--- src/spisf_pkg.sv ---
/*
 * Package of the serial port status and error flag block: register offsets,
 * bit positions, reset values, link timing and the carrier types.
 * Assumes an 8-bit register port and a 250 MHz block clock.
 */
package spisf_pkg;

	// Register offsets on the plain register port.
	localparam logic [2:0] SPISF_OFF_CSR   = 3'h0;
	localparam logic [2:0] SPISF_OFF_DATA  = 3'h1;
	localparam logic [2:0] SPISF_OFF_CTRL  = 3'h2;
	localparam logic [2:0] SPISF_OFF_ISTAT = 3'h3;
	localparam logic [2:0] SPISF_OFF_IMASK = 3'h4;

	// Control/status register bit positions.
	localparam int SPISF_CSR_TC   = 7;
	localparam int SPISF_CSR_WRITE_COLLISION_FLAG = 6;
	localparam int SPISF_CSR_OVR  = 5;
	localparam int SPISF_CSR_MASTER_FAULT_FLAG = 4;
	localparam int SPISF_CSR_SOD  = 2;
	localparam int SPISF_CSR_SSM  = 1;
	localparam int SPISF_CSR_SSI  = 0;

	// Control register bit positions.
	localparam int SPISF_CTRL_IRQE = 7;
	localparam int SPISF_CTRL_EN   = 6;
	localparam int SPISF_CTRL_MSTR = 4;
	localparam int SPISF_CTRL_CPOL = 3;
	localparam int SPISF_CTRL_CLOCK_PHASE_SELECT = 2;

	// Interrupt status and mask bit positions.
	localparam int SPISF_IRQ_TC   = 0;
	localparam int SPISF_IRQ_WRITE_COLLISION_FLAG = 1;
	localparam int SPISF_IRQ_OVR  = 2;
	localparam int SPISF_IRQ_MASTER_FAULT_FLAG = 3;

	// Reset values.
	localparam logic [7:0] SPISF_CSR_RST   = 8'h00;
	localparam logic [7:0] SPISF_CTRL_RST  = 8'h00;
	localparam logic [7:0] SPISF_DATA_RST  = 8'h00;
	localparam logic [3:0] SPISF_ISTAT_RST = 4'h0;
	localparam logic [3:0] SPISF_IMASK_RST = 4'hF;

	// Master clock timing: half period of the generated serial clock.
	localparam int         SPISF_CLK_NS       = 4;
	localparam int         SPISF_SCK_HALF_NS  = 24;
	localparam logic [3:0] SPISF_SCK_HALF_CYC = 4'(SPISF_SCK_HALF_NS / SPISF_CLK_NS);
	localparam logic [3:0] SPISF_BITS         = 4'h8;

	typedef enum logic {
		SPISF_LS_IDLE = 1'b0,
		SPISF_LS_RUN  = 1'b1
	} spisf_lstate_t;

	typedef struct packed {
		logic [2:0] addr;
		logic [7:0] wdata;
		logic       wr;
		logic       rd;
	} spisf_bus_req_t;

	typedef struct packed {
		logic sck;
		logic ss_n;
		logic miso;
		logic mosi;
	} spisf_pin_in_t;

	typedef struct packed {
		logic sck_o;
		logic sck_oe;
		logic mosi_o;
		logic mosi_oe;
		logic miso_o;
		logic miso_oe;
	} spisf_pin_out_t;

endpackage : spisf_pkg

--- src/spisf_link.sv ---
/*
 * Minimal byte shifter facing the serial pins, master or slave.
 * Assumes pin inputs are asynchronous; all are synchronised here.
 */
`timescale 1ns/1ps
module spisf_link (
	input  wire logic                     clk,
	input  wire logic                     nrst,
	input  wire logic                     ce,
	input  wire spisf_pkg::spisf_pin_in_t pins_in,
	input  wire logic                     serial_port_enable,
	input  wire logic                     mstr,
	input  wire logic                     cpol,
	input  wire logic                     clock_phase_select,
	input  wire logic                     ss_int,
	input  wire logic                     tx_load,
	input  wire logic [7:0]               tx_byte,
	output logic                          ss_pin_lvl,
	output logic                          busy,
	output logic                          done,
	output logic [7:0]                    rx_byte,
	output logic                          sck_o,
	output logic                          data_o
);
	import spisf_pkg::*;

	spisf_pin_in_t sync1_ff, sync2_ff;
	logic          sck_d_ff;
	spisf_lstate_t state_ff, nxt_state;
	logic [3:0]    hcnt_ff, nxt_hcnt, bcnt_ff, nxt_bcnt, cnt_after;
	logic [7:0]    tx_sh_ff, nxt_tx_sh, rx_sh_ff, nxt_rx_sh, rx_ff, nxt_rx;
	logic          sck_ff, nxt_sck, data_ff, nxt_data, first_ff, nxt_first;
	logic          done_ff, nxt_done;
	logic          slv_on, half_tick, lead, trail, sample, shift, sin;

	always_comb begin
		slv_on    = serial_port_enable & ~mstr & ~ss_int;
		half_tick = (state_ff == SPISF_LS_RUN) && (hcnt_ff == SPISF_SCK_HALF_CYC - 4'h1);
		if (mstr) begin
			lead  = half_tick & (sck_ff == cpol);
			trail = half_tick & (sck_ff != cpol);
		end else begin
			lead  = slv_on & (sync2_ff.sck != sck_d_ff) & (sync2_ff.sck != cpol);
			trail = slv_on & (sync2_ff.sck != sck_d_ff) & (sync2_ff.sck == cpol);
		end
		sample    = clock_phase_select ? trail : lead;
		shift     = clock_phase_select ? lead : trail;
		sin       = mstr ? sync2_ff.miso : sync2_ff.mosi;
		cnt_after = sample ? bcnt_ff + 4'h1 : bcnt_ff;
		nxt_state = state_ff;
		nxt_hcnt  = hcnt_ff;
		nxt_bcnt  = cnt_after;
		nxt_tx_sh = tx_sh_ff;
		nxt_rx_sh = sample ? {rx_sh_ff[6:0], sin} : rx_sh_ff;
		nxt_rx    = rx_ff;
		nxt_sck   = sck_ff;
		nxt_data  = data_ff;
		nxt_first = first_ff;
		nxt_done  = 1'b0;
		if (state_ff == SPISF_LS_RUN) begin
			nxt_hcnt = half_tick ? 4'h0 : hcnt_ff + 4'h1;
			if (half_tick)
				nxt_sck = ~sck_ff;
		end else begin
			nxt_sck = cpol;
		end
		if (shift) begin
			nxt_data  = first_ff ? tx_sh_ff[7] : tx_sh_ff[6];
			nxt_first = 1'b0;
			if (!first_ff)
				nxt_tx_sh = {tx_sh_ff[6:0], 1'b0};
		end
		// A master ends on its last trailing edge so the clock rests idle.
		if ((mstr ? trail : sample) && cnt_after == SPISF_BITS) begin
			nxt_done  = 1'b1;
			nxt_rx    = nxt_rx_sh;
			nxt_bcnt  = 4'h0;
			nxt_state = SPISF_LS_IDLE;
		end
		// A slave deselected between bytes restarts its bit count.
		if (!mstr && !slv_on) begin
			nxt_bcnt  = 4'h0;
			nxt_first = clock_phase_select;
		end
		if (tx_load) begin
			nxt_tx_sh = tx_byte;
			nxt_data  = tx_byte[7];
			nxt_first = clock_phase_select;
			if (mstr && serial_port_enable) begin
				nxt_state = SPISF_LS_RUN;
				nxt_hcnt  = 4'h0;
				nxt_bcnt  = 4'h0;
				nxt_sck   = cpol;
			end
		end
		if (!serial_port_enable)
			nxt_state = SPISF_LS_IDLE;
	end

	always_ff @(posedge clk) begin
		if (!nrst) begin
			sync1_ff <= '1;
			sync2_ff <= '1;
			sck_d_ff <= 1'b0;
			state_ff <= SPISF_LS_IDLE;
			hcnt_ff  <= 4'h0;
			bcnt_ff  <= 4'h0;
			tx_sh_ff <= 8'h00;
			rx_sh_ff <= 8'h00;
			rx_ff    <= 8'h00;
			sck_ff   <= 1'b0;
			data_ff  <= 1'b0;
			first_ff <= 1'b0;
			done_ff  <= 1'b0;
		end else if (ce) begin
			sync1_ff <= pins_in;
			sync2_ff <= sync1_ff;
			sck_d_ff <= sync2_ff.sck;
			state_ff <= nxt_state;
			hcnt_ff  <= nxt_hcnt;
			bcnt_ff  <= nxt_bcnt;
			tx_sh_ff <= nxt_tx_sh;
			rx_sh_ff <= nxt_rx_sh;
			rx_ff    <= nxt_rx;
			sck_ff   <= nxt_sck;
			data_ff  <= nxt_data;
			first_ff <= nxt_first;
			done_ff  <= nxt_done;
		end
	end

	assign ss_pin_lvl = sync2_ff.ss_n;
	assign busy       = mstr ? (state_ff == SPISF_LS_RUN) : (slv_on & (~clock_phase_select | (bcnt_ff != 4'h0)));
	assign done       = done_ff;
	assign rx_byte    = rx_ff;
	assign sck_o      = sck_ff;
	assign data_o     = data_ff;

endmodule : spisf_link

--- src/spisf_flags.sv ---
/*
 * Status and error flag logic of a serial peripheral port, with its
 * control/status, data, control, interrupt status and mask registers.
 * Assumes a single-cycle register port on clk and asynchronous serial pins.
 */
// Implementation choices: strobed register access and the register offsets.
`timescale 1ns/1ps
module spisf_flags (
	input  wire logic                      clk,
	input  wire logic                      nrst,
	input  wire logic                      ce,
	input  wire spisf_pkg::spisf_bus_req_t bus_req,
	output logic [7:0]                     rdata,
	input  wire spisf_pkg::spisf_pin_in_t  pins_in,
	output spisf_pkg::spisf_pin_out_t      pins_out,
	output logic                           irq
);
	import spisf_pkg::*;

	// Control/status register state.
	logic       tc_ff, nxt_tc;
	logic       write_collision_flag_ff, nxt_write_collision_flag;
	logic       ovr_ff, nxt_ovr;
	logic       master_fault_flag_ff, nxt_master_fault_flag;
	logic       sod_ff, nxt_sod;
	logic       ssm_ff, nxt_ssm;
	logic       ssi_ff, nxt_ssi;

	// Control register state.
	logic       irqe_ff, nxt_irqe;
	logic       spe_ff, nxt_spe;
	logic       mstr_ff, nxt_mstr;
	logic       cpol_ff, nxt_cpol;
	logic       clock_phase_select_ff, nxt_clock_phase_select;

	// Clearing sequence trackers.
	logic       csr_seen_ff, nxt_csr_seen;
	logic       csr_rd_ff, nxt_csr_rd;
	logic       master_fault_flag_arm_ff, nxt_master_fault_flag_arm;

	// Data and interrupt registers.
	logic [7:0] rx_buf_ff, nxt_rx_buf;
	logic [7:0] rdata_ff, nxt_rdata;
	logic [3:0] ist_ff, nxt_ist;
	logic [3:0] imask_ff, nxt_imask;

	// Decoded accesses and events.
	logic       csr_rd, csr_acc, data_rd, data_wr, data_acc, ctrl_wr;
	logic       wr_open, tx_load, write_collision_flag_set, ovr_set, tc_set, master_fault_flag_set;
	logic       ss_int, ss_pin_lvl, busy, done;
	logic [7:0] rx_byte;
	logic       sck_o, data_o;
	logic [3:0] events;

	always_comb begin
		csr_rd   = bus_req.rd && bus_req.addr == SPISF_OFF_CSR;
		csr_acc  = (bus_req.rd || bus_req.wr) && bus_req.addr == SPISF_OFF_CSR;
		data_rd  = bus_req.rd && bus_req.addr == SPISF_OFF_DATA;
		data_wr  = bus_req.wr && bus_req.addr == SPISF_OFF_DATA;
		data_acc = data_rd || data_wr;
		ctrl_wr  = bus_req.wr && bus_req.addr == SPISF_OFF_CTRL;
		ss_int   = ssm_ff ? ssi_ff : ss_pin_lvl;
		wr_open  = ~tc_ff | csr_rd_ff;
		write_collision_flag_set = data_wr & wr_open & busy;
		tx_load  = data_wr & wr_open & ~busy;
		tc_set   = done;
		ovr_set  = done & tc_ff;
		master_fault_flag_set = spe_ff & mstr_ff & ~ss_int;
		events   = '0;
		events[SPISF_IRQ_TC]   = tc_set;
		events[SPISF_IRQ_WRITE_COLLISION_FLAG] = write_collision_flag_set;
		events[SPISF_IRQ_OVR]  = ovr_set;
		events[SPISF_IRQ_MASTER_FAULT_FLAG] = master_fault_flag_set & ~master_fault_flag_ff;
	end

	// Flag and sequence next values; a setting event always wins over a clear.
	always_comb begin
		nxt_tc       = tc_ff;
		nxt_write_collision_flag     = write_collision_flag_ff;
		nxt_ovr      = ovr_ff;
		nxt_master_fault_flag     = master_fault_flag_ff;
		nxt_csr_seen = csr_seen_ff;
		nxt_csr_rd   = csr_rd_ff;
		nxt_master_fault_flag_arm = master_fault_flag_arm_ff;
		nxt_rx_buf   = rx_buf_ff;
		if (csr_acc && (tc_ff || write_collision_flag_ff))
			nxt_csr_seen = 1'b1;
		else if (data_acc)
			nxt_csr_seen = 1'b0;
		if (csr_rd)
			nxt_csr_rd = 1'b1;
		if (data_acc && csr_seen_ff) begin
			nxt_tc     = 1'b0;
			nxt_write_collision_flag   = 1'b0;
			nxt_csr_rd = 1'b0;
		end
		if (csr_rd)
			nxt_ovr = 1'b0;
		if (csr_acc && master_fault_flag_ff)
			nxt_master_fault_flag_arm = 1'b1;
		if (ctrl_wr && master_fault_flag_arm_ff) begin
			nxt_master_fault_flag     = 1'b0;
			nxt_master_fault_flag_arm = 1'b0;
		end
		// An overrun keeps the unread byte; the new one is lost.
		if (done && !tc_ff)
			nxt_rx_buf = rx_byte;
		if (tc_set) begin
			nxt_tc     = 1'b1;
			nxt_csr_rd = 1'b0;
		end
		if (write_collision_flag_set)
			nxt_write_collision_flag = 1'b1;
		if (ovr_set)
			nxt_ovr = 1'b1;
		if (master_fault_flag_set)
			nxt_master_fault_flag = 1'b1;
	end

	// Software control bits; reserved bit 3 is never stored and reads zero.
	always_comb begin
		nxt_sod  = sod_ff;
		nxt_ssm  = ssm_ff;
		nxt_ssi  = ssi_ff;
		nxt_irqe = irqe_ff;
		nxt_spe  = spe_ff;
		nxt_mstr = mstr_ff;
		nxt_cpol = cpol_ff;
		nxt_clock_phase_select = clock_phase_select_ff;
		nxt_imask = imask_ff;
		if (bus_req.wr && bus_req.addr == SPISF_OFF_CSR) begin
			nxt_sod = bus_req.wdata[SPISF_CSR_SOD];
			nxt_ssm = bus_req.wdata[SPISF_CSR_SSM];
			nxt_ssi = bus_req.wdata[SPISF_CSR_SSI];
		end
		if (ctrl_wr) begin
			nxt_irqe = bus_req.wdata[SPISF_CTRL_IRQE];
			nxt_spe  = bus_req.wdata[SPISF_CTRL_EN];
			nxt_mstr = bus_req.wdata[SPISF_CTRL_MSTR];
			nxt_cpol = bus_req.wdata[SPISF_CTRL_CPOL];
			nxt_clock_phase_select = bus_req.wdata[SPISF_CTRL_CLOCK_PHASE_SELECT];
		end
		if (bus_req.wr && bus_req.addr == SPISF_OFF_IMASK)
			nxt_imask = bus_req.wdata[3:0];
	end

	// Sticky interrupt status: write one to clear, a new event wins.
	always_comb begin
		nxt_ist = ist_ff;
		if (bus_req.wr && bus_req.addr == SPISF_OFF_ISTAT)
			nxt_ist = ist_ff & ~bus_req.wdata[3:0];
		nxt_ist = nxt_ist | events;
	end

	// Read data stand in the cycle after the read strobe only.
	always_comb begin
		nxt_rdata = 8'h00;
		if (bus_req.rd) begin
			case (bus_req.addr)
				SPISF_OFF_CSR: begin
					nxt_rdata = {tc_ff, write_collision_flag_ff, ovr_ff, master_fault_flag_ff, 1'b0, sod_ff, ssm_ff, ssi_ff};
				end
				SPISF_OFF_DATA: begin
					nxt_rdata = rx_buf_ff;
				end
				SPISF_OFF_CTRL: begin
					nxt_rdata = {irqe_ff, spe_ff, 1'b0, mstr_ff, cpol_ff, clock_phase_select_ff, 2'b00};
				end
				SPISF_OFF_ISTAT: begin
					nxt_rdata = {4'h0, ist_ff};
				end
				SPISF_OFF_IMASK: begin
					nxt_rdata = {4'h0, imask_ff};
				end
				default: begin
					nxt_rdata = 8'h00;
				end
			endcase
		end
	end

	always_ff @(posedge clk) begin
		if (!nrst) begin
			tc_ff       <= SPISF_CSR_RST[SPISF_CSR_TC];
			write_collision_flag_ff     <= SPISF_CSR_RST[SPISF_CSR_WRITE_COLLISION_FLAG];
			ovr_ff      <= SPISF_CSR_RST[SPISF_CSR_OVR];
			master_fault_flag_ff     <= SPISF_CSR_RST[SPISF_CSR_MASTER_FAULT_FLAG];
			sod_ff      <= SPISF_CSR_RST[SPISF_CSR_SOD];
			ssm_ff      <= SPISF_CSR_RST[SPISF_CSR_SSM];
			ssi_ff      <= SPISF_CSR_RST[SPISF_CSR_SSI];
			irqe_ff     <= SPISF_CTRL_RST[SPISF_CTRL_IRQE];
			spe_ff      <= SPISF_CTRL_RST[SPISF_CTRL_EN];
			mstr_ff     <= SPISF_CTRL_RST[SPISF_CTRL_MSTR];
			cpol_ff     <= SPISF_CTRL_RST[SPISF_CTRL_CPOL];
			clock_phase_select_ff     <= SPISF_CTRL_RST[SPISF_CTRL_CLOCK_PHASE_SELECT];
			csr_seen_ff <= 1'b0;
			csr_rd_ff   <= 1'b0;
			master_fault_flag_arm_ff <= 1'b0;
			rx_buf_ff   <= SPISF_DATA_RST;
			rdata_ff    <= 8'h00;
			ist_ff      <= SPISF_ISTAT_RST;
			imask_ff    <= SPISF_IMASK_RST;
		end else if (ce) begin
			tc_ff       <= nxt_tc;
			write_collision_flag_ff     <= nxt_write_collision_flag;
			ovr_ff      <= nxt_ovr;
			master_fault_flag_ff     <= nxt_master_fault_flag;
			sod_ff      <= nxt_sod;
			ssm_ff      <= nxt_ssm;
			ssi_ff      <= nxt_ssi;
			irqe_ff     <= nxt_irqe;
			spe_ff      <= nxt_spe;
			mstr_ff     <= nxt_mstr;
			cpol_ff     <= nxt_cpol;
			clock_phase_select_ff     <= nxt_clock_phase_select;
			csr_seen_ff <= nxt_csr_seen;
			csr_rd_ff   <= nxt_csr_rd;
			master_fault_flag_arm_ff <= nxt_master_fault_flag_arm;
			rx_buf_ff   <= nxt_rx_buf;
			rdata_ff    <= nxt_rdata;
			ist_ff      <= nxt_ist;
			imask_ff    <= nxt_imask;
		end
	end

	spisf_link u_link (
		.clk        (clk),
		.nrst       (nrst),
		.ce         (ce),
		.pins_in    (pins_in),
		.serial_port_enable        (spe_ff),
		.mstr       (mstr_ff),
		.cpol       (cpol_ff),
		.clock_phase_select       (clock_phase_select_ff),
		.ss_int     (ss_int),
		.tx_load    (tx_load),
		.tx_byte    (bus_req.wdata),
		.ss_pin_lvl (ss_pin_lvl),
		.busy       (busy),
		.done       (done),
		.rx_byte    (rx_byte),
		.sck_o      (sck_o),
		.data_o     (data_o)
	);

	// The data output is driven only when enabled and not disabled by software.
	always_comb begin
		pins_out.sck_o   = sck_o;
		pins_out.sck_oe  = spe_ff & mstr_ff;
		pins_out.mosi_o  = data_o;
		pins_out.mosi_oe = spe_ff & mstr_ff & ~sod_ff;
		pins_out.miso_o  = data_o;
		pins_out.miso_oe = spe_ff & ~mstr_ff & ~ss_int & ~sod_ff;
	end

	assign rdata = rdata_ff;
	assign irq   = irqe_ff & |(ist_ff & imask_ff);

endmodule : spisf_flags

--- config.mk ---
export PLATFORM = sky130hd
export DESIGN_NAME = spisf_flags
export DESIGN_NICKNAME = d
export VERILOG_FILES = /design/src/spisf_pkg.sv /design/src/spisf_link.sv /design/src/spisf_flags.sv
export SDC_FILE = /design/constraint.sdc
export NUM_CORES = 1
export LEC_CHECK = 0
export ABC_AREA = 1
export BUFFER_PORTS_ARGS = -buffer_cell sky130_fd_sc_hd__buf_2
export CORE_UTILIZATION = 60
export CTS_CLUSTER_DIAMETER = 50
export DETAILED_ROUTE_END_ITERATION = 8
export HOLD_SLACK_MARGIN = 0.06
export MAX_ROUTING_LAYER = met4
export PLACE_DENSITY_LB_ADDON = 0.12
export SETUP_SLACK_MARGIN = 0.3
export SYNTH_ARGS = -nofsm -noshare
export SYNTH_HDL_FRONTEND = slang
export SYNTH_SLANG_ARGS = --single-unit
--- constraint.sdc ---
create_clock -name clk -period 5.33 [get_ports clk]
set_clock_uncertainty 0.15 [all_clocks]
set_input_delay 1.066 -clock clk [delete_from_list [all_inputs] [get_ports clk]]
set_output_delay 1.066 -clock clk [all_outputs]
set_load 0.01 [all_outputs]
==> results.sh, run 1 <==
export IMPL_status="finished, violations left"
export IMPL_violations="design-rule violations"
export IMPL_die_y_um=84.3
export IMPL_seq_area_sq_um=1700
export IMPL_max_cap_viol_count=0
export IMPL_cts_sinks=85
export IMPL_drtIter0Drc=188
export IMPL_rows=29
export IMPL_worstSetupEndpointType="register"
export IMPL_worst_hold_slack_ns=0.302
export IMPL_min_path_type="register to register"
export IMPL_ir_worst_vdd_uv=175
export IMPL_yosysMostFrequentCell="nand2_1"
export IMPL_slew_headroom=0.562
export IMPL_globalplace_congestion=0.870
export IMPL_n_antenna_cell=0
export IMPL_htreeDepth=3
export IMPL_wirelength_um=9040
export IMPL_finalHoldViolations=0
export IMPL_worst_pin_slew_ns=0.653
export IMPL_tns_ns=0
export IMPL_synth_edf_count=0
export IMPL_cts_buffers_inserted=9
export IMPL_async_flop_share=0
export IMPL_clk_latency_ns=0.35
export IMPL_cp_max_fo=34
export IMPL_critPathRequiredTime_ns=5.41
export IMPL_dr_pass1_iters=6
export IMPL_syn_num_nets=598
export IMPL_drive_gt1_frac=0.132
export IMPL_core_area_sq_um=6460
export IMPL_antenna_found_initial=0
export IMPL_ios=35
export IMPL_placed_cells=661
export IMPL_synth_compound_area_frac=0.209
export IMPL_fillers=573
export IMPL_cts_tree="yes"
export IMPL_synth_top_area_cell="dfxtp_1"
export IMPL_final_util=0.684
export IMPL_ys_warnings_count=0
export IMPL_critPathKind="input pin to register"
export IMPL_timing_fmax_ghz=0.349
export IMPL_grt_pass1_wl_um=15200
export IMPL_power_leakage_nw=1.85
export IMPL_rsz0062_at_grt="no"
export IMPL_area_growth_pct=8.68
export IMPL_synth_simple_gate_area_share=0.240
export IMPL_track_usage=0.277
export IMPL_cts_setup_buffers=0
export IMPL_synth_area_sq_um=4070
export IMPL_drv_slew=0
export IMPL_nets=619
export IMPL_synthFlopType="dfxtp_1"
export IMPL_synthTopCellsByArea="dfxtp_1 42%, nand2_1 12%, a21oi_1 8.5%"
export IMPL_clock_path_buffers=2
export IMPL_routed_via_count=3734
export IMPL_period_share=0.538
export IMPL_synth_cells=574
export IMPL_drc=4
export IMPL_synth_fa_ha_area_frac=0.0123
export IMPL_grt_pass1_vias=3367
export IMPL_period_minus_slack_ns=2.87
export IMPL_avgSynthCellArea_sq_um=7.08
export IMPL_grt_overflow=0
export IMPL_synth_top_area_frac=0.419
export IMPL_startpoint_type="input pin"
export IMPL_die_area_sq_um=7110
export IMPL_stdcell_area_sq_um=4420
export IMPL_muxShareOfSynthArea=0
export IMPL_synth_xor_area_frac=0.0129
export IMPL_drtAntennaViolNets=0
export IMPL_synth_top_family_by_area="simple AND/OR/NAND/NOR gates"
export IMPL_avgRoutedWirePerCell_um=13.4
export IMPL_synthTopCellsByCount="132 x nand2_1, 85 x dfxtp_1, 72 x inv_1"
export IMPL_fin_cells=677
export IMPL_dpl_cell_area_sq_um=4210
export IMPL_port_buffers=34
export IMPL_dp_hpwl_um=6500
export IMPL_postCtsHoldBufs=0
export IMPL_clk_pin_slew_worst_paths_ns=0.09
export IMPL_root_buffer="clkbuf_8"
export IMPL_power_density_nw_per_um2=275
export IMPL_ctsResizeCount=0
export IMPL_start_util=0.629
export IMPL_ys_ff_latch=85
export IMPL_setup_viol=0
export IMPL_synth_seq_area_share=0.419
export IMPL_grt_max_degree=43
export IMPL_arrival_ns=2.95
export IMPL_multi_input_area_sq_um=1930
export IMPL_die_w_um=84.3
export IMPL_ys_types=41
export IMPL_vias_per_cell=5.52
==> layout make-up <==
class	instances	share of cell area
sequential	85	0.385
multi-input combinational	383	0.436
timing repair buffer	36	0.0419
clock buffer	10	0.0312
clock inverter	6	0.0159
tap	77	0.0218
inverter	80	0.0680
==> metrics by stage <==
stage | setup slack, ns | power (mW)
after floorplan | 2.77 | 0.727
after global placement | 2.14 | 0.751
after detailed placement | 2.14 | 0.753
after CTS | 2.52 | 1.22
after global routing | 2.26 | 1.26
final | 2.46 | 1.21
==> logic make-up after synthesis <==
group	count (synthesis)
AND/OR/NAND/NOR	215
flip-flops	85
buffers and inverters	106
adder cells (fa/ha/maj)	4
XOR/XNOR	6
AO/OA/AOI/OAI	158
==> layout by cell type, fill, tap and decap left out, types with 3 or more instances in the layout <==
| cell | n |
|---|---|
| a21oi_1 | 69 |
| a31oi_1 | 3 |
| buf_2 | 34 |
| clkbuf_8 | 10 |
| dfxtp_1 | 85 |
| ha_1 | 4 |
| inv_1 | 72 |
| inv_2 | 6 |
| nand2_1 | 132 |
| nand2_2 | 6 |
| nand3_1 | 26 |
| nand4_1 | 5 |
| nor2_1 | 27 |
| nor2_2 | 3 |
| nor2_4 | 4 |
| nor3_1 | 3 |
| o211ai_1 | 3 |
| o21ai_0 | 60 |
| o21ai_1 | 3 |
| o22ai_1 | 10 |
| xor2_1 | 4 |
==> sequential cells by signal (all words and copies together), names as in the netlist, 3 cells and up <==
register and flops:
u_link.bcnt_ff 4, u_link.sync2_ff 3, u_link.sync1_ff 4, u_link.tx_sh_ff 8, rdata 8, imask_ff 4
ist_ff 4, rx_buf_ff 8, u_link.hcnt_ff 4, u_link.rx_byte 8, u_link.rx_sh_ff 8
==> worst max-delay path: stages <==
cell	delay, ns
buf_2	0.44
clkinv_1	0.70
buf_4	0.47
a21oi_1	0.15
o21ai_0	0.09
==> metal layers <==
layer	global-route usage	wire length (um)	vias up
met3	0.0531	463	18
met2	0.448	4150	91
met5	-	0	-
met1	0.352	4300	1709
met4	0.0846	133	0
li1	-	-	1916
==> report_power, final <==
part	switching (mW)	internal, mW	total, mW
clock	0.241	0.233	0.475
sequential	0.00755	0.647	0.655
combinational	0.0586	0.0251	0.0837
total	0.307	0.906	1.21
==> worst paths after layout <==
check | slack (ns) | end | cells past startpoint | start
worst max register to register | 2.74 | u_link.rx_byte[7] | 12 | u_link.state_ff
worst max-delay path | 2.46 | u_link.ss_pin_lvl | 5 | nrst
worst min-delay path | 0.30 | u_link.tx_sh_ff[4] | 2 | u_link.tx_sh_ff[4]
worst min register to register | 0.30 | u_link.tx_sh_ff[4] | 2 | u_link.tx_sh_ff[4]
Note: power is estimated with default switching activity, not from simulation.
==> run 2: changes to the inputs <==
- CORE_UTILIZATION: 60 -> 59
- clock period: 5.33 -> 2.7 ns (I/O delays scaled with it)
==> run 2 against run 1 <==
Net effect:
- the run now ends clean
- final area rose by 2.7%
- global-route usage rose by 0.53 points
- non-clock buffer count rose by 12
- cell count rose by 1.8%
- highest routed layer unchanged
==> results.sh, run 2 (synthesis gave the netlist of run 1 again) <==
export IMPL_r2r_end="u_link.rx_byte[6]"
export IMPL_vias_per_cell=5.58
export IMPL_clk_latency_ns=0.37
export IMPL_final_cell_mix="132 x nand2_1, 84 x dfxtp_1, 72 x inv_1, 69 x a21oi_1, 59 x o21ai_0"
export IMPL_critPathKind="register to register"
export IMPL_max_cap_viol_count=0
export IMPL_die_area_sq_um=7230
export IMPL_fin_ws_ns=0.464
export IMPL_area_growth_pct=11.6
export IMPL_die_w_um=85.0
export IMPL_cp_max_fo=6
export IMPL_grt_pass1_wl_um=15700
export IMPL_nets=631
export IMPL_cts_tree="yes"
export IMPL_reg2reg_depth=14
export IMPL_startpoint_type="register"
export IMPL_tns_ns=0
export IMPL_core_area_sq_um=6490
export IMPL_worstHoldStart="pins_in[1]"
export IMPL_rows=29
export IMPL_die_y_um=85.0
export IMPL_start_util=0.626
export IMPL_timing_fmax_ghz=0.447
export IMPL_cts_sinks=85
export IMPL_hold_path_depth=3
export IMPL_rsz0062_at_grt="no"
export IMPL_clock_path_buffers=2
export IMPL_wirelength_um=9510
export IMPL_grt_pass1_vias=3509
export IMPL_arrival_ns=2.36
export IMPL_worstSetupEndpointType="register"
export IMPL_setup_viol=0
export IMPL_postCtsHoldBufs=0
export IMPL_power_leakage_nw=1.91
export IMPL_finalHoldViolations=0
export IMPL_port_buffers=34
export IMPL_ir_worst_vdd_uv=356
export IMPL_dp_hpwl_um=6720
export IMPL_htreeDepth=3
export IMPL_routed_via_count=3843
export IMPL_cpMaxStageDelayCell="dfxtp_1"
export IMPL_drv_slew=0
export IMPL_antenna_found_initial=0
export IMPL_min_path_type="input pin to register"
export IMPL_globalplace_congestion=0.900
export IMPL_layout_commonest_cell="nand2_1"
export IMPL_final_util=0.698
export IMPL_track_usage=0.282
export IMPL_slew_headroom=0.665
export IMPL_dr_pass1_iters=5
export IMPL_period_share=0.828
export IMPL_root_buffer="clkbuf_8"
export IMPL_grt_max_degree=41
export IMPL_worst_pin_slew_ns=0.503
export IMPL_period_minus_slack_ns=2.24
export IMPL_path_common_cell="nand2_1"
export IMPL_hold_end="u_link.sync1_ff[1]"
export IMPL_drtAntennaViolNets=0
export IMPL_path_cells="inv_1 -> ha_1 -> nand2_1 -> nor2_4 -> nand2_1 -> nand2_2 -> nand4_4 -> nand3_2 -> nand2_1 -> nor2_4 -> nand4_4 -> buf_4 -> o21ai_2 -> nor2_2"
export IMPL_cpPeakStageDelay_ns=0.33
export IMPL_n_antenna_cell=0
export IMPL_grt_overflow=0
export IMPL_clk_pin_slew_worst_paths_ns=0.10
export IMPL_critPathRequiredTime_ns=2.82
export IMPL_place_ws_ns=0.267
export IMPL_ios=35
export IMPL_rrSetupSlack_ns=0.46
export IMPL_drtIter0Drc=246
export IMPL_rr_startpoint="u_link.hcnt_ff[1]"
export IMPL_cts_buffers_inserted=9
export IMPL_drive_gt1_frac=0.154
export IMPL_avgRoutedWirePerCell_um=13.8
export IMPL_drc=0
export IMPL_status="finished clean"
export IMPL_power_density_nw_per_um2=510
-- run 2: cell count changes in the layout (fill, tap and decap cells not counted), moves of 2 or more --
cell and change:
nand3_2 +2, nor2_2 -2, buf_4 +11, clkinv_4 +2, nand3_1 -2, nor2_4 +2
-- run 2: layer usage --
| metal | vias to the layer above | share of wire | GRT usage |
|---|---|---|---|
| met2 | 129 | 0.48 | 0.467 |
| met5 | - | 0 | - |
| met1 | 1753 | 0.44 | 0.342 |
| met3 | 20 | 0.053 | 0.0389 |
| li1 | 1941 | - | - |
| met4 | 0 | 0.025 | 0.129 |
-- run 2: worst max-delay path by stage --
stage	from	to	slack [ns]	depth (start not counted)
final	u_link.hcnt_ff[1]	u_link.rx_byte[6]	0.46	14
after global routing	u_link.hcnt_ff[1]	u_link.rx_byte[6]	0.27	14
after CTS	u_link.hcnt_ff[0]	u_link.rx_byte[5]	0.37	13
after detailed placement	u_link.hcnt_ff[0]	u_link.rx_byte[7]	0.27	13
after global placement	bus_req[12]	u_link.tx_sh_ff[3]	0.37	11
after floorplan	bus_req[11]	u_link.tx_sh_ff[4]	0.67	11
-- run 2: area by class of cell --
class                      count  area (sq um)
sequential                    85          1700
tap                           77          96.3
multi-input combinational    383          1960
clock inverter                 7          57.6
fill                         561          1960
timing repair buffer          48           288
inverter                      80           303
clock buffer                   9           124
-- run 2: per-stage QoR --
stage	hold WS [ns]	area, sq um	power, mW	std cells
after floorplan	0.275	4070	1.44	574
after global routing	0.234	4540	2.39	689
after global placement	0.284	4280	1.49	668
after detailed placement	0.289	4280	1.49	668
after CTS	0.226	4470	2.31	684
final	0.229	4540	2.31	689
-- run 2: where the power goes --
part | internal [mW] | total [mW] | switching (mW)
combinational | 0.0563 | 0.177 | 0.121
clock | 0.343 | 0.842 | 0.499
sequential | 1.28 | 1.29 | 0.0148
-- run 2: critical path: cells and delay by family (launching register included) --
| family | cells | cell delay (ns) |
|---|---|---|
| AND/OR/NAND/NOR | 10 | 1.15 |
| flip-flops | 1 | 0.33 |
| buffers and inverters | 2 | 0.27 |
| adder cells (fa/ha/maj) | 1 | 0.13 |
| AO/OA/AOI/OAI | 1 | 0.12 |
-- run 2: what timing repair did --
action | in CTS | in global routing
buffers inserted | 0 | 5
pin swaps | 0 | 3
gates cloned | 0 | 0
resized for setup | 1 | 8
setup endpoints to repair | 7 | 9
==> run 3: changes to the inputs <==
- ABC_AREA: 1 -> 0
- CORE_UTILIZATION: 59 -> 60
- clock period: 2.7 -> 2.3 ns (I/O delays scaled with it)
==> run 3 against run 2 <==
Net effect:
- synthesized cell count down 17%
- global-route usage is 2.1 points higher
- first-iteration DRC count decreased by 17%
- hold slack lost 0.079 ns
- die area rose by 2.5%
- area after synthesis grew 4.3%
- sequential share of layout area is 5.5 points lower
- critical endpoint is now u_link.data_o
- largest cell class unchanged
- largest power group unchanged
- highest routed layer unchanged
==> results.sh, run 3 <==
export IMPL_cpMaxStageDelayCell="or4_4"
export IMPL_critPathRequiredTime_ns=2.46
export IMPL_arrival_ns=2.42
export IMPL_power_leakage_nw=2.15
export IMPL_final_util=0.791
export IMPL_status="finished clean"
export IMPL_period_minus_slack_ns=2.26
export IMPL_routed_via_count=3865
export IMPL_avgRoutedWirePerCell_um=18.0
export IMPL_min_path_type="input pin to register"
export IMPL_drtAntennaViolNets=0
export IMPL_synth_top_area_frac=0.401
export IMPL_htreeDepth=3
export IMPL_synthTopCellsByCount="85 x dfxtp_1, 80 x nand2_1, 51 x mux2i_1"
export IMPL_n_antenna_cell=0
export IMPL_final_cell_mix="79 x nand2_1, 75 x dfxtp_1, 47 x mux2i_1, 40 x nor2_1, 37 x buf_4"
export IMPL_setup_viol=0
export IMPL_rr_startpoint="u_link.bcnt_ff[1]"
export IMPL_endpoint="u_link.data_o"
export IMPL_fin_cells=643
export IMPL_rrSetupSlack_ns=0.04
export IMPL_core_area_sq_um=6790
export IMPL_track_usage=0.304
export IMPL_period_share=0.983
export IMPL_grt_max_degree=42
export IMPL_timing_fmax_ghz=0.442
export IMPL_clk_latency_ns=0.37
export IMPL_syn_num_nets=502
export IMPL_startpoint_type="register"
export IMPL_port_buffers=34
export IMPL_dpl_cell_area_sq_um=4590
export IMPL_synth_edf_count=0
export IMPL_dp_hpwl_um=6870
export IMPL_dr_pass1_iters=5
export IMPL_finalHoldViolations=0
export IMPL_r2r_end="u_link.data_o"
export IMPL_rsz0062_at_grt="yes"
export IMPL_ys_ff_latch=85
export IMPL_placed_cells=597
export IMPL_critPathKind="register to register"
export IMPL_grt_overflow=0
export IMPL_synth_cells=478
export IMPL_ir_worst_vdd_uv=340
export IMPL_crit_start="u_link.bcnt_ff[1]"
export IMPL_path_common_cell="a21oi_2"
export IMPL_worstHoldStart="pins_in[1]"
export IMPL_rows=30
export IMPL_die_area_sq_um=7410
export IMPL_drc=0
export IMPL_nets=567
export IMPL_synthTopCellsByArea="dfxtp_1 40%, mux2i_1 12%, nand2_1 7.1%"
export IMPL_vias_per_cell=6.01
export IMPL_antenna_found_initial=0
export IMPL_synth_top_area_cell="dfxtp_1"
export IMPL_max_cap_viol_count=0
export IMPL_cts_tree="yes"
export IMPL_cp_max_fo=5
export IMPL_power_density_nw_per_um2=530
export IMPL_globalplace_congestion=0.896
export IMPL_ios=35
export IMPL_power_mw=2.85
export IMPL_die_w_um=86.1
export IMPL_worst_pin_slew_ns=0.695
export IMPL_synth_seq_area_share=0.401
export IMPL_clk_pin_slew_worst_paths_ns=0.09
export IMPL_cts_sinks=85
export IMPL_worstSetupEndpointType="register"
export IMPL_area_growth_pct=26.7
export IMPL_tns_ns=0
export IMPL_drv_slew=0
export IMPL_cts_buffers_inserted=9
export IMPL_stdcell_area_sq_um=5370
export IMPL_async_flop_share=0
export IMPL_layout_commonest_cell="nand2_1"
export IMPL_grt_pass1_vias=3528
export IMPL_synthFlopType="dfxtp_1"
export IMPL_cpPeakStageDelay_ns=0.53
export IMPL_ys_types=67
export IMPL_path_cells="inv_4 -> ha_4 -> nand4bb_1 -> a32o_2 -> nor2_4 -> buf_12 -> a21oi_2 -> or4_4 -> a21oi_2"
export IMPL_postCtsHoldBufs=0
export IMPL_drive_gt1_frac=0.333
export IMPL_ys_warnings_count=0
export IMPL_yosysMostFrequentCell="dfxtp_1"
export IMPL_synth_area_sq_um=4240
export IMPL_reg2reg_depth=9
export IMPL_drtIter0Drc=204
export IMPL_clock_path_buffers=2
export IMPL_start_util=0.624
export IMPL_wirelength_um=11600
export IMPL_grt_pass1_wl_um=16900
export IMPL_die_y_um=86.1
export IMPL_root_buffer="clkbuf_8"
export IMPL_slew_headroom=0.537
export IMPL_avgSynthCellArea_sq_um=8.87
[run 3: cell count changes after synthesis, moves of 7 or more]
cell,previous run,this run
a21oi_1,69,36
a22oi_1,0,9
a311oi_2,0,7
clkbuf_1,15,22
inv_1,72,8
mux2i_1,0,51
nand2_1,132,80
nand3_1,26,6
nor2_1,27,41
o21ai_0,60,12
o22ai_1,10,3
[run 3: worst max-delay path: cells and delay by family, from the launching register on]
family / cells / cell delay (ns)
AO/OA/AOI/OAI: 3 / 0.53
adder cells (fa/ha/maj): 1 / 0.12
buffers and inverters: 2 / 0.19
flip-flops: 1 / 0.38
AND/OR/NAND/NOR: 3 / 0.82
[run 3: cell families (layout without fill, tap and decap cells)]
family / Yosys count / after routing / share of synthesized area
AOI/OAI and AO/OA: 103 / 104 / 0.181
and+or+nand+nor: 180 / 180 / 0.207
adders and majority gates: 4 / 4 / 0.0118
buffers and inverters: 45 / 113 / 0.0516
DFF: 85 / 85 / 0.401
muxes: 59 / 59 / 0.142
xor gates and xnor gates: 2 / 2 / 0.00590
[run 3: repair_timing]
item / CTS / global route
setup endpoints to repair: 35 / 37
setup buffers: 19 / 9
pin swaps: 14 / 29
cloned: 2 / 1
gates resized for setup: 40 / 38
[run 3: through the flow]
| step | hold slack, ns | worst slack, ns |
|---|---|---|
| after floorplan | 0.282 | 0.167 |
| after global placement | 0.292 | 0.0521 |
| after detailed placement | 0.298 | -0.0106 |
| after CTS | 0.157 | 0.123 |
| after global routing | 0.153 | 0.0131 |
| final | 0.150 | 0.0385 |
[run 3: final cells by class]
cell class,instances,area [sq um]
multi-input combinational,349,2570
tap,96,120
fill,431,1420
inverter,9,36.3
clock buffer,10,138
sequential,85,1720
timing repair buffer,89,728
clock inverter,5,60.1
[run 3: per-layer routing]
metal,vias up,global-route usage,share of wire
li1,1829,-,-
met1,1843,0.381,0.42
met2,160,0.479,0.49
met3,33,0.0452,0.061
met4,0,0.147,0.031
met5,-,-,0
[run 3: how the worst min path moves through the flow]
stage / to / slack (ns) / cells past startpoint
after global placement: rx_buf_ff[0] / 0.29 / 2
final: u_link.sync1_ff[1] / 0.15 / 3
after floorplan: rx_buf_ff[3] / 0.28 / 2
after global routing: u_link.sync1_ff[3] / 0.15 / 3
after CTS: u_link.sync1_ff[1] / 0.16 / 3
after detailed placement: rx_buf_ff[3] / 0.30 / 2
[run 3: where the power goes]
part / switching (mW) / total, mW / internal [mW]
sequential: 0.0174 / 1.50 / 1.48
combinational: 0.148 / 0.251 / 0.103
clock: 0.567 / 1.10 / 0.529
total: 0.733 / 2.85 / 2.12
